`src/shared/input_select_pkg.sv`:
```
/*
  Shared constants and types of the capture unit input selection block.
  Assumes a 32-bit AXI4-Lite register bus with byte addressing.
*/
package input_select_pkg;

  // printed offsets are not all multiples of four: kept as indices
  localparam logic [7:0] SELECT_LOW_INDEX = 8'h9E;
  localparam logic [7:0] SELECT_HIGH_INDEX = 8'h9F;
  localparam logic [11:0] SELECT_LOW_ADDR = {2'h0, SELECT_LOW_INDEX, 2'h0};
  localparam logic [11:0] SELECT_HIGH_ADDR = {2'h0, SELECT_HIGH_INDEX, 2'h0};
  localparam int ADDR_WIDTH = 12;

  localparam logic [7:0] SELECT_LOW_RESET = 8'h00;
  localparam logic [7:0] SELECT_HIGH_RESET = 8'h00;

  // field positions (low bit of each two-bit field)
  localparam int CAPTURE0_POS = 0;
  localparam int CAPTURE1_POS = 2;
  localparam int CAPTURE2_POS = 4;
  localparam int TRAP_POS = 6;
  localparam int HALL0_POS = 0;
  localparam int HALL1_POS = 2;
  localparam int HALL2_POS = 4;
  localparam int TIMER12_RUN_POS = 6;

  // synchroniser depth and resulting delay
  localparam int SYNC_STAGES = 2;
  localparam int SYNC_DELAY_NS = 40;
  localparam int CLOCK_PERIOD_NS = 20;
  localparam int SYNC_DELAY_CYCLES = SYNC_DELAY_NS / CLOCK_PERIOD_NS;

  localparam logic [1:0] RESP_OKAY = 2'h0;
  localparam logic [1:0] RESP_SLVERR = 2'h2;

  // raw candidate sources, all asynchronous to aclk
  typedef struct packed {
    logic [1:0] capture0_pins;
    logic [1:0] capture1_pins;
    logic [1:0] capture2_pins;
    logic trap_pin;
    logic overcurrent;
    logic [2:0] hall0_pins;
    logic [2:0] hall1_pins;
    logic [1:0] hall2_pins;
    logic timer12_run_pin;
    logic service_request_2;
    logic service_request_3;
    logic [2:0] adc_boundary;
    logic adc_trap_event;
    logic adc_run_event;
  } sources_type;

  // routed, synchronised module inputs
  typedef struct packed {
    logic capture_channel0;
    logic capture_channel1;
    logic capture_channel2;
    logic trap_input;
    logic hall_position0;
    logic hall_position1;
    logic hall_position2;
    logic timer12_hw_run;
  } selected_type;

endpackage

```
`src/logic/sync_two_stage.sv`:
```
/*
  Two flip-flop synchroniser for one level.
  Assumes din may change at any time relative to aclk.
*/
`timescale 1ns/1ps
`default_nettype none
module sync_two_stage (
  input wire logic aclk,
  input wire logic aresetn,
  input wire logic din,
  output logic dout
);
  logic meta_q;
  logic sync_q;

  always_ff @(posedge aclk) begin
    if (!aresetn) begin
      meta_q <= 1'b0;
      sync_q <= 1'b0;
    end else begin
      meta_q <= din;
      sync_q <= meta_q;
    end
  end

  assign dout = sync_q;
endmodule
`default_nettype wire

```
`src/logic/mux_four_way.sv`:
```
/*
  Four-way selector driven by a two-bit code.
  Assumes inputs already synchronised to the caller's clock.
*/
`timescale 1ns/1ps
`default_nettype none
module mux_four_way (
  input wire logic [1:0] code,
  input wire logic [3:0] choices,
  output logic picked
);
  assign picked = choices[code];
endmodule
`default_nettype wire

```
`src/logic/capture_unit_input_select.sv`:
```
/*
  Input selection for the capture/compare timer unit: two select
  registers on AXI4-Lite, pin synchronisers and per-input selectors.
  Assumes all source signals are asynchronous and the sub-selection of
  trap and run pins is done outside this block.
*/
// The AXI4-Lite interface to the registers is this design's own decision.
`timescale 1ns/1ps
`default_nettype none
module capture_unit_input_select (
  input wire logic aclk,
  input wire logic aresetn,
  input wire logic [11:0] s_axi_awaddr,
  input wire logic [2:0] s_axi_awprot,
  input wire logic s_axi_awvalid,
  output logic s_axi_awready,
  input wire logic [31:0] s_axi_wdata,
  input wire logic [3:0] s_axi_wstrb,
  input wire logic s_axi_wvalid,
  output logic s_axi_wready,
  output logic [1:0] s_axi_bresp,
  output logic s_axi_bvalid,
  input wire logic s_axi_bready,
  input wire logic [11:0] s_axi_araddr,
  input wire logic [2:0] s_axi_arprot,
  input wire logic s_axi_arvalid,
  output logic s_axi_arready,
  output logic [31:0] s_axi_rdata,
  output logic [1:0] s_axi_rresp,
  output logic s_axi_rvalid,
  input wire logic s_axi_rready,
  input wire input_select_pkg::sources_type sources,
  output var input_select_pkg::selected_type selected
);
  logic [7:0] select_low_q;
  logic [7:0] select_high_q;
  logic [11:0] awaddr_q;
  logic aw_held_q;
  logic [7:0] wbyte_q;
  logic wlane_q;
  logic w_held_q;
  logic bvalid_q;
  logic [1:0] bresp_q;
  logic rvalid_q;
  logic [31:0] rdata_q;
  logic [1:0] rresp_q;

  // ---------------- write channel ----------------
  wire write_go = aw_held_q && w_held_q && !bvalid_q;
  wire hit_low_w = awaddr_q == input_select_pkg::SELECT_LOW_ADDR;
  wire hit_high_w = awaddr_q == input_select_pkg::SELECT_HIGH_ADDR;
  wire write_low = write_go && hit_low_w && wlane_q;
  wire write_high = write_go && hit_high_w && wlane_q;

  assign s_axi_awready = !aw_held_q && !bvalid_q;
  assign s_axi_wready = !w_held_q && !bvalid_q;
  assign s_axi_bvalid = bvalid_q;
  assign s_axi_bresp = bresp_q;

  always_ff @(posedge aclk) begin
    if (!aresetn) begin
      aw_held_q <= 1'b0;
      awaddr_q <= 12'h000;
    end else if (s_axi_awvalid && s_axi_awready) begin
      aw_held_q <= 1'b1;
      awaddr_q <= s_axi_awaddr;
    end else if (write_go) begin
      aw_held_q <= 1'b0;
    end
  end

  always_ff @(posedge aclk) begin
    if (!aresetn) begin
      w_held_q <= 1'b0;
      wbyte_q <= 8'h00;
      wlane_q <= 1'b0;
    end else if (s_axi_wvalid && s_axi_wready) begin
      w_held_q <= 1'b1;
      wbyte_q <= s_axi_wdata[7:0];
      wlane_q <= s_axi_wstrb[0];
    end else if (write_go) begin
      w_held_q <= 1'b0;
    end
  end

  always_ff @(posedge aclk) begin
    if (!aresetn) begin
      bvalid_q <= 1'b0;
      bresp_q <= input_select_pkg::RESP_OKAY;
    end else if (write_go) begin
      bvalid_q <= 1'b1;
      bresp_q <= (hit_low_w || hit_high_w) ? input_select_pkg::RESP_OKAY
                                           : input_select_pkg::RESP_SLVERR;
    end else if (s_axi_bready) begin
      bvalid_q <= 1'b0;
    end
  end

  always_ff @(posedge aclk) begin
    if (!aresetn) begin
      select_low_q <= input_select_pkg::SELECT_LOW_RESET;
      select_high_q <= input_select_pkg::SELECT_HIGH_RESET;
    end else begin
      if (write_low) begin
        select_low_q <= wbyte_q;
      end
      if (write_high) begin
        select_high_q <= wbyte_q;
      end
    end
  end

  // ---------------- read channel ----------------
  wire read_go = s_axi_arvalid && s_axi_arready;
  wire hit_low_r = s_axi_araddr == input_select_pkg::SELECT_LOW_ADDR;
  wire hit_high_r = s_axi_araddr == input_select_pkg::SELECT_HIGH_ADDR;
  wire [7:0] read_byte = hit_low_r ? select_low_q : (hit_high_r ? select_high_q : 8'h00);

  assign s_axi_arready = !rvalid_q;
  assign s_axi_rvalid = rvalid_q;
  assign s_axi_rdata = rdata_q;
  assign s_axi_rresp = rresp_q;

  always_ff @(posedge aclk) begin
    if (!aresetn) begin
      rvalid_q <= 1'b0;
      rdata_q <= 32'h0000_0000;
      rresp_q <= input_select_pkg::RESP_OKAY;
    end else if (read_go) begin
      rvalid_q <= 1'b1;
      rdata_q <= {24'h00_0000, read_byte};
      rresp_q <= (hit_low_r || hit_high_r) ? input_select_pkg::RESP_OKAY
                                           : input_select_pkg::RESP_SLVERR;
    end else if (s_axi_rready) begin
      rvalid_q <= 1'b0;
    end
  end

  // ---------------- synchronisers ----------------
  localparam int SRC_W = $bits(input_select_pkg::sources_type);
  logic [SRC_W-1:0] raw_bits;
  logic [SRC_W-1:0] sync_bits;
  input_select_pkg::sources_type src_s;
  assign raw_bits = sources;
  assign src_s = sync_bits;

  genvar gi;
  generate
    for (gi = 0; gi < SRC_W; gi++) begin : g_sync
      sync_two_stage sync_i (
        .aclk(aclk),
        .aresetn(aresetn),
        .din(raw_bits[gi]),
        .dout(sync_bits[gi])
      );
    end
  endgenerate

  // ---------------- selectors ----------------
  wire [1:0] cap0_code = select_low_q[input_select_pkg::CAPTURE0_POS +: 2];
  wire [1:0] cap1_code = select_low_q[input_select_pkg::CAPTURE1_POS +: 2];
  wire [1:0] cap2_code = select_low_q[input_select_pkg::CAPTURE2_POS +: 2];
  wire [1:0] trap_code = select_low_q[input_select_pkg::TRAP_POS +: 2];
  wire [1:0] hall0_code = select_high_q[input_select_pkg::HALL0_POS +: 2];
  wire [1:0] hall1_code = select_high_q[input_select_pkg::HALL1_POS +: 2];
  wire [1:0] hall2_code = select_high_q[input_select_pkg::HALL2_POS +: 2];
  wire [1:0] run_code = select_high_q[input_select_pkg::TIMER12_RUN_POS +: 2];

  // code 10 combines trap pin and overcurrent
  wire trap_either = src_s.trap_pin | src_s.overcurrent;

  logic [7:0] choice_pick;
  logic [1:0] code_vec [8];
  logic [3:0] choice_vec [8];
  assign code_vec[0] = cap0_code;
  assign code_vec[1] = cap1_code;
  assign code_vec[2] = cap2_code;
  assign code_vec[3] = trap_code;
  assign code_vec[4] = hall0_code;
  assign code_vec[5] = hall1_code;
  assign code_vec[6] = hall2_code;
  assign code_vec[7] = run_code;
  assign choice_vec[0] = {src_s.adc_boundary[0], src_s.service_request_2,
                          src_s.capture0_pins};
  assign choice_vec[1] = {src_s.adc_boundary[1], src_s.service_request_2,
                          src_s.capture1_pins};
  assign choice_vec[2] = {src_s.adc_boundary[2], src_s.service_request_2,
                          src_s.capture2_pins};
  assign choice_vec[3] = {src_s.adc_trap_event, trap_either, src_s.overcurrent,
                          src_s.trap_pin};
  // hall 0 pins, code 11 reads low
  assign choice_vec[4] = {1'b0, src_s.hall0_pins};
  assign choice_vec[5] = {1'b0, src_s.hall1_pins};
  // hall 2, unused code 10 reads low
  assign choice_vec[6] = {src_s.adc_boundary[2], 1'b0, src_s.hall2_pins};
  assign choice_vec[7] = {src_s.adc_run_event, src_s.service_request_3,
                          src_s.service_request_2, src_s.timer12_run_pin};

  generate
    for (gi = 0; gi < 8; gi++) begin : g_mux
      mux_four_way mux_i (
        .code(code_vec[gi]),
        .choices(choice_vec[gi]),
        .picked(choice_pick[gi])
      );
    end
  endgenerate

  // selected outputs are registered
  always_ff @(posedge aclk) begin
    if (!aresetn) begin
      selected <= '0;
    end else begin
      selected <= {choice_pick[0], choice_pick[1], choice_pick[2], choice_pick[3],
                   choice_pick[4], choice_pick[5], choice_pick[6], choice_pick[7]};
    end
  end

  // ---------------- assertions ----------------
  capture_route_a: assert property (@(posedge aclk) disable iff (!aresetn)
    (cap0_code == 2'h2) |=> selected.capture_channel0 == $past(src_s.service_request_2))
    else $error("capture 0 not routed to service request 2");
  capture0_adc_a: assert property (@(posedge aclk) disable iff (!aresetn)
    (cap0_code == 2'h3) |=> selected.capture_channel0 == $past(src_s.adc_boundary[0]))
    else $error("capture 0 not routed to adc boundary");
  capture1_route_a: assert property (@(posedge aclk) disable iff (!aresetn)
    (cap1_code == 2'h3) |=> selected.capture_channel1 == $past(src_s.adc_boundary[1]))
    else $error("capture 1 not routed to adc boundary");
  capture1_pin_a: assert property (@(posedge aclk) disable iff (!aresetn)
    (cap1_code == 2'h0) |=> selected.capture_channel1 == $past(src_s.capture1_pins[0]))
    else $error("capture 1 not routed to pin 0");
  capture2_route_a: assert property (@(posedge aclk) disable iff (!aresetn)
    (cap2_code == 2'h1) |=> selected.capture_channel2 == $past(src_s.capture2_pins[1]))
    else $error("capture 2 not routed to pin 1");
  capture2_adc_a: assert property (@(posedge aclk) disable iff (!aresetn)
    (cap2_code == 2'h3) |=> selected.capture_channel2 == $past(src_s.adc_boundary[2]))
    else $error("capture 2 not routed to adc boundary");
  trap_route_a: assert property (@(posedge aclk) disable iff (!aresetn)
    (trap_code == 2'h1) |=> selected.trap_input == $past(src_s.overcurrent))
    else $error("trap not routed to overcurrent");
  trap_pin_a: assert property (@(posedge aclk) disable iff (!aresetn)
    (trap_code == 2'h0) |=> selected.trap_input == $past(src_s.trap_pin))
    else $error("trap not routed to trap pin");
  trap_adc_a: assert property (@(posedge aclk) disable iff (!aresetn)
    (trap_code == 2'h3) |=> selected.trap_input == $past(src_s.adc_trap_event))
    else $error("trap not routed to adc event");
  trap_combine_a: assert property (@(posedge aclk) disable iff (!aresetn)
    (trap_code == 2'h2 && trap_either) |=> selected.trap_input)
    else $error("combined trap not raised");
  trap_quiet_a: assert property (@(posedge aclk) disable iff (!aresetn)
    (trap_code == 2'h2 && !trap_either) |=> !selected.trap_input)
    else $error("combined trap raised with both sources low");
  hall0_route_a: assert property (@(posedge aclk) disable iff (!aresetn)
    (hall0_code == 2'h2) |=> selected.hall_position0 == $past(src_s.hall0_pins[2]))
    else $error("hall 0 not routed to pin 2");
  hall0_pin1_a: assert property (@(posedge aclk) disable iff (!aresetn)
    (hall0_code == 2'h1) |=> selected.hall_position0 == $past(src_s.hall0_pins[1]))
    else $error("hall 0 not routed to pin 1");
  hall2_unused_a: assert property (@(posedge aclk) disable iff (!aresetn)
    (hall2_code == 2'h2) |=> !selected.hall_position2)
    else $error("hall 2 unused code not low");
  hall2_adc_a: assert property (@(posedge aclk) disable iff (!aresetn)
    (hall2_code == 2'h3) |=> selected.hall_position2 == $past(src_s.adc_boundary[2]))
    else $error("hall 2 not routed to adc boundary");
  run_route_a: assert property (@(posedge aclk) disable iff (!aresetn)
    (run_code == 2'h2) |=> selected.timer12_hw_run == $past(src_s.service_request_3))
    else $error("run not routed to service request 3");
  run_pin_a: assert property (@(posedge aclk) disable iff (!aresetn)
    (run_code == 2'h0) |=> selected.timer12_hw_run == $past(src_s.timer12_run_pin))
    else $error("run not routed to pin group");
  run_adc_a: assert property (@(posedge aclk) disable iff (!aresetn)
    (run_code == 2'h3) |=> selected.timer12_hw_run == $past(src_s.adc_run_event))
    else $error("run not routed to adc event");
  reset_zero_a: assert property (@(posedge aclk)
    !aresetn |=> select_low_q == 8'h00 && select_high_q == 8'h00)
    else $error("select registers not zero after reset");
  sync_delay_a: assert property (@(posedge aclk) disable iff (!aresetn)
    ##2 src_s.service_request_2 == $past(sources.service_request_2, 2))
    else $error("synchroniser delay not two cycles");
  write_effect_a: assert property (@(posedge aclk) disable iff (!aresetn)
    write_low |=> select_low_q == $past(wbyte_q))
    else $error("low register write lost");
  high_write_a: assert property (@(posedge aclk) disable iff (!aresetn)
    write_high |=> select_high_q == $past(wbyte_q))
    else $error("high register write lost");
endmodule
`default_nettype wire

```
`config.mk`:
```
export PLATFORM = sky130hd
export DESIGN_NAME = capture_unit_input_select
export DESIGN_NICKNAME = d
export VERILOG_FILES = /design/src/shared/input_select_pkg.sv /design/src/logic/sync_two_stage.sv /design/src/logic/mux_four_way.sv /design/src/logic/capture_unit_input_select.sv
export SDC_FILE = /design/constraint.sdc
export NUM_CORES = 1
export LEC_CHECK = 0
export BUFFER_PORTS_ARGS = -buffer_cell sky130_fd_sc_hd__clkbuf_2
export CAP_MARGIN = 15
export CORE_MARGIN = 5
export CORE_UTILIZATION = 30
export CTS_BUF_LIST = sky130_fd_sc_hd__clkbuf_2
export CTS_CLUSTER_SIZE = 14
export DETAILED_ROUTE_END_ITERATION = 10
export GPL_TIMING_DRIVEN = 0
export HOLD_SLACK_MARGIN = 0.03
export SETUP_SLACK_MARGIN = 0.3
export SYNTH_ARGS = -nofsm -noshare
export SYNTH_HDL_FRONTEND = slang
export SYNTH_SLANG_ARGS = --single-unit
export TNS_END_PERCENT = 100
```
`constraint.sdc`:
```
create_clock -name aclk -period 2.67 [get_ports aclk]
set_input_delay 0 -clock aclk [delete_from_list [all_inputs] [get_ports aclk]]
set_output_delay 0 -clock aclk [all_outputs]
set_load 0.01 [all_outputs]
```
Word level (Yosys, flattened, before mapping):

Cells that the tools add are included.

* input port bits: 97
* register bits after elaboration: 109
* output and inout bits: 49
* word-level logic and storage cells: 129

* magnitude comparators: 8
* eq/ne operators: 4
* bitwise logic cells: 1
* reduce and logical (&&, ||, !) cells: 21
* multiplexer cells: 27

Operator list (count)
* equality test 12 x 10 -> 1 bit, second input constant: 4
* < comparator 2 x 3 -> 1 bit, second input constant: 8
* binary-select mux 1 bit (select 2 bit): 8
* two-way mux 8 bit: 2
* two-way mux 1 bit: 15
* logical AND 1 bit: 11
* nonzero test 2 bit: 4
* zero test 1 bit: 4
* two-way mux 2 bit: 2
* logical OR 1 bit: 2
* OR 1 bit: 1

Longest topological paths before layout:

* depth in word-level cells: 4
* gate-level depth with buffers: 5
* gate-level depth less buffers: 3

Modules after synthesis:

From an unflattened synthesis, not the netlist that was laid out.

* cell total of the unflattened synthesis: 369
* area, all modules: 3973.8 µm²

Modules (own cells, without submodules)
* capture_unit_input_select: times used 1, sequential area each 1181.1 µm², cells an instance 265, area an instance 2532.4 µm²
* sync_two_stage: times used 24, sequential area each 40.0 µm², cells an instance 4, area an instance 52.6 µm²
* mux_four_way: times used 8, sequential area each 0.0 µm², cells an instance 1, area an instance 22.5 µm²

Worst setup path after synthesis:

No wires, ideal clock.

* path kind: register to register
* from: reg awaddr_q[7]
* to: reg select_high_q[0]
* arrival: 1.643 ns
* slack: 0.908 ns
* path buffers: 1
* stages on the path, launching flop included: 5
* path through: dfxtp_1 -> or4b_4 -> or4_4 -> buf_6 -> mux2i_1

* cells in the longest elaborated chain, start to end: 3

RTL lines
* from (decl): line capture_unit_input_select.sv:37 `logic [11:0] awaddr_q;`
* from (signal assigned): line capture_unit_input_select.sv:66 `awaddr_q <= s_axi_awaddr;`
* equality test 12 x 10 -> 1 bit: line capture_unit_input_select.sv:51 `wire hit_high_w = awaddr_q == input_select_pkg::SELECT_HIGH_ADDR;`
* logical AND 1 bit (2 in series): line capture_unit_input_select.sv:53 `wire write_high = write_go && hit_high_w && wlane_q;`
* to (signal assigned): line capture_unit_input_select.sv:102 `select_high_q <= input_select_pkg::SELECT_HIGH_RESET;`
* to (signal assigned): line capture_unit_input_select.sv:108 `select_high_q <= wbyte_q;`
* to (decl): line capture_unit_input_select.sv:36 `logic [7:0] select_high_q;`

No other way between the ends.
A chain may end at the register's enable or synchronous reset.

Worst setup path after layout:

* from: reg bvalid_q (netlist: s_axi_bvalid)
* to: reg wbyte_q[5]

* cells in the longest elaborated chain, start to end: 3

RTL lines
* from (decl): line capture_unit_input_select.sv:42 `logic bvalid_q;`
* from (signal assigned): line capture_unit_input_select.sv:88 `bvalid_q <= 1'b0;`
* from (signal assigned): line capture_unit_input_select.sv:91 `bvalid_q <= 1'b1;`
* from (signal assigned): line capture_unit_input_select.sv:95 `bvalid_q <= 1'b0;`
* zero test 1 bit: line capture_unit_input_select.sv:56 `assign s_axi_wready = !w_held_q && !bvalid_q;`
* logical AND 1 bit: line capture_unit_input_select.sv:56
* logical AND 1 bit: line capture_unit_input_select.sv:77 `end else if (s_axi_wvalid && s_axi_wready) begin`
* to (signal assigned): line capture_unit_input_select.sv:79 `wbyte_q <= s_axi_wdata[7:0];`
* to (decl): line capture_unit_input_select.sv:39 `logic [7:0] wbyte_q;`

No other way between the ends.

==> impl_metrics.py <==
metrics = {
    "outcome": {
        "status": "finished clean",
    },
    "detailed_routing": {
        "ant_nets": 0,
        "drt_first_pass_iters": 4,
        "wl_per_cell_microns": 12.7,
        "drc_errors": 0,
        "via_count": 3230,
        "via_per_inst": 4.22,
        "drt_iter0_drc": 120,
        "drt-total-wl_microns": 9740,
    },
    "floorplan": {
        "die_area_sq_um": 15600,
        "core_sq_um": 13100,
        "fp.dieW_microns": 125,
        "pin_count": 146,
        "rows": 42,
        "start_util_pct": 30.3,
        "die-height_microns": 125,
    },
    "hold_path": {
        "worstHoldPathType": "input port to flop",
        "whs_path_depth": 5,
        "min_to": "awaddr_q[10]",
        "hp-start": "s_axi_awvalid",
    },
    "grt": {
        "grt_usage_pct": 12.4,
        "gr-total-overflow": 0,
        "antenna_found_initial": 1,
        "grt_pass1_vias": 3186,
        "grt_max_degree": 19,
        "grt_pass1_wl_microns": 15800,
    },
    "final_layout": {
        "drive_gt1_share_pct": 23.8,
        "area.sequential_sq_um": 2140,
        "final_common_cell": "dfxtp_1",
        "multi_input_area_sq_um": 1640,
        "layout_common_cells": "107 x dfxtp_1, 94 x clkbuf_2, 75 x dlygate4sd3_1, 54 x and2_1, 50 x nand2_1",
        "num-fill-cells": 1273,
        "fin_nets": 681,
        "fin_cells": 766,
        "area_delta_synth_final_pct": 41.4,
    },
    "worst_setup_path": {
        "crit_type": "flop to flop",
        "crit_chain": "nor3b_1, buf_1, mux2i_1, nor2b_1, dlygate4sd3_1",
        "r2r_start": "s_axi_bvalid",
        "slowest_delay_ns": 0.59,
        "path_buf_inv": 2,
        "critPathArrivalTime_ns": 2.74,
        "critPathSlowestCell": "buf_1",
        "start_kind": "flop",
        "crit_path_max_fanout": 10,
        "cp-end-kind": "flop",
        "reg2reg_to": "wbyte_q[5]",
        "cp_top_family": "buffers and inverters",
        "rr_worst_depth": 5,
        "ff2ff_setup_slack_ns": 0.42,
        "crit_required_ns": 3.16,
    },
    "timing": {
        "setup_viol": 0,
        "tightest_slew_ns": 0.746,
        "fin_crit_sh_pct": 84.1,
        "skew_ns": 0.0318,
        "grt_setup_unrepaired": "no",
        "hold_ws_ns": 0.154,
        "drv_slew": 0,
        "finalHoldViolations": 0,
        "setup-tns-final_ns": 0,
        "min_period_ns": 2.25,
        "timing.final.ws_setup_ns": 0.425,
        "slew_headroom_pct": 49.9,
        "clock.fmax_mhz": 445,
    },
    "power_and_ir_drop": {
        "power_density_nw_per_um2": 525,
        "leakagePower_nw": 2.45,
        "ir_drop_mv": 0.229,
    },
    "logic_synthesis": {
        "synth_top_family_by_area": "simple AND/OR/NAND/NOR gates",
        "ys_seq_elements": 107,
        "synth_compound_area_share_pct": 5.17,
        "synth_seq_area_share_pct": 54.0,
        "synthDistinctLibCells": 37,
        "synthAdderAreaFrac_pct": 0,
        "syn_area_sq_um": 3970,
        "synthXorXnorAreaFrac_pct": 0,
        "yosys.area_share.simple_pct": 23.6,
        "async_flop_share_pct": 0,
        "synth_cells": 388,
        "synthFlopType": "dfxtp_1",
        "synth.area.mux_share_pct": 9.90,
        "avgSynthCellArea_sq_um": 10.2,
        "synth_edf_count": 0,
        "synth_warnings": 0,
    },
    "placement": {
        "gp_congestion": 0.789,
        "dp.cells": 674,
        "io_buffers": 85,
        "pre_cts_slack_ns": 0.710,
        "place_hpwl_microns": 6800,
    },
    "clock_network": {
        "ctsLongestPathBuffers": 2,
        "cts_max_level": 3,
        "path_clk_slew_ns": 0.29,
        "post_cts_buffers": 0,
        "cts_made_buffers": 9,
        "cts_tree": "built",
        "cts_root_buffer": "clkbuf_2",
        "clk_latency_ns": 0.56,
        "clock_sinks": 107,
    },
    "job": {
        "maxCapViolCount": 0,
    },
}
-- cell families after synthesis --
kind of cell,Yosys count
buffers and inverters,49
AND/OR/NAND/NOR,163
AO/OA/AOI/OAI,34
flip-flops,107
multiplexers,34
other,1
-- worst min-delay path, delay by kind of cell --
family          cells  cell delay, ns
compound gates      1            0.05
simple gates        2            0.30
buf+inv             2            0.32
-- timing repair --
action | in CTS | in global routing
resized for setup | 0 | 1
endpoints found under the hold margin | 68 | 0
hold buffers | 75 | 0
endpoints found under the setup margin | 0 | 2
-- cells in the mapped netlist, types with 3 or more instances --
| cell | count | area, sq um |
|---|---|---|
| nand2b_1 | 3 | 18.8 |
| nor3b_1 | 3 | 22.5 |
| buf_4 | 26 | 195 |
| mux2i_1 | 28 | 280 |
| nor2_1 | 14 | 52.6 |
| dfxtp_1 | 107 | 2140 |
| nand3b_1 | 3 | 22.5 |
| mux4_2 | 4 | 90.1 |
| inv_1 | 3 | 11.3 |
| nor4b_1 | 8 | 70.1 |
| a21oi_1 | 17 | 85.1 |
| o21ai_0 | 4 | 20.0 |
| a211oi_1 | 7 | 52.6 |
| nand2_1 | 50 | 188 |
| nor2b_1 | 16 | 100 |
| clkbuf_1 | 17 | 63.8 |
| and2_1 | 54 | 338 |
-- report_power, final --
group | switching, mW | total (mW) | leakage, nW | internal, mW
Clock | 0.534 | 0.854 | 0.0856 | 0.320
Combinational | 0.168 | 0.384 | 1.48 | 0.215
Sequential | 0.0330 | 1.71 | 0.878 | 1.67
Total | 0.736 | 2.94 | 2.45 | 2.21
-- worst max-delay path by stage --
stage                 startpoint                to  cells after the start
detailed placement   awaddr_q[0]   select_low_q[4]                      3
global route        s_axi_bvalid        wbyte_q[5]                      5
CTS                 s_axi_bvalid       awaddr_q[0]                      5
finish              s_axi_bvalid        wbyte_q[5]                      5
global placement     awaddr_q[0]   select_low_q[7]                      3
floorplan            awaddr_q[7]  select_high_q[0]                      4
-- sequential cells by signal, summed over array words and instances, names as in the netlist, 8 cells and up --
name and cells:
g_sync.sync_i.meta_q 24, g_sync.sync_i.dout 24, select_low_q 8, s_axi_rdata 8
selected 8, awaddr_q 12, wbyte_q 8, select_high_q 8
-- per-stage QoR --
step	utilization (%)	total power [mW]	area [sq um]
floorplan	-	1.92	4060
global placement	36.0	2.02	4710
detailed placement	36.0	2.03	4710
CTS	42.8	2.97	5610
global route	42.9	3.09	5610
finish	42.9	2.94	5610
-- final cells by class --
type                    count  area share [%]
flip-flops and latches    107            38.2
multi-input cells         257            29.2
repair buffers            160            21.0
plain buffers              45            4.88
well taps                 176            3.92
clock inverters             7            1.81
clock buffers               9           0.802
inverters                   4           0.267
diodes                      1          0.0446
-- per-layer routing --
| metal | GRT usage (%) | part of all wire, % | up-vias |
|---|---|---|---|
| met4 | 4.97 | 2.1 | 0 |
| met5 | 0 | 0 | - |
| met3 | 2.64 | 5.5 | 16 |
| met1 | 15.7 | 45 | 1485 |
| li1 | - | - | 1631 |
| met2 | 20.7 | 48 | 98 |
Note: power is estimated with default switching activity, not from simulation.
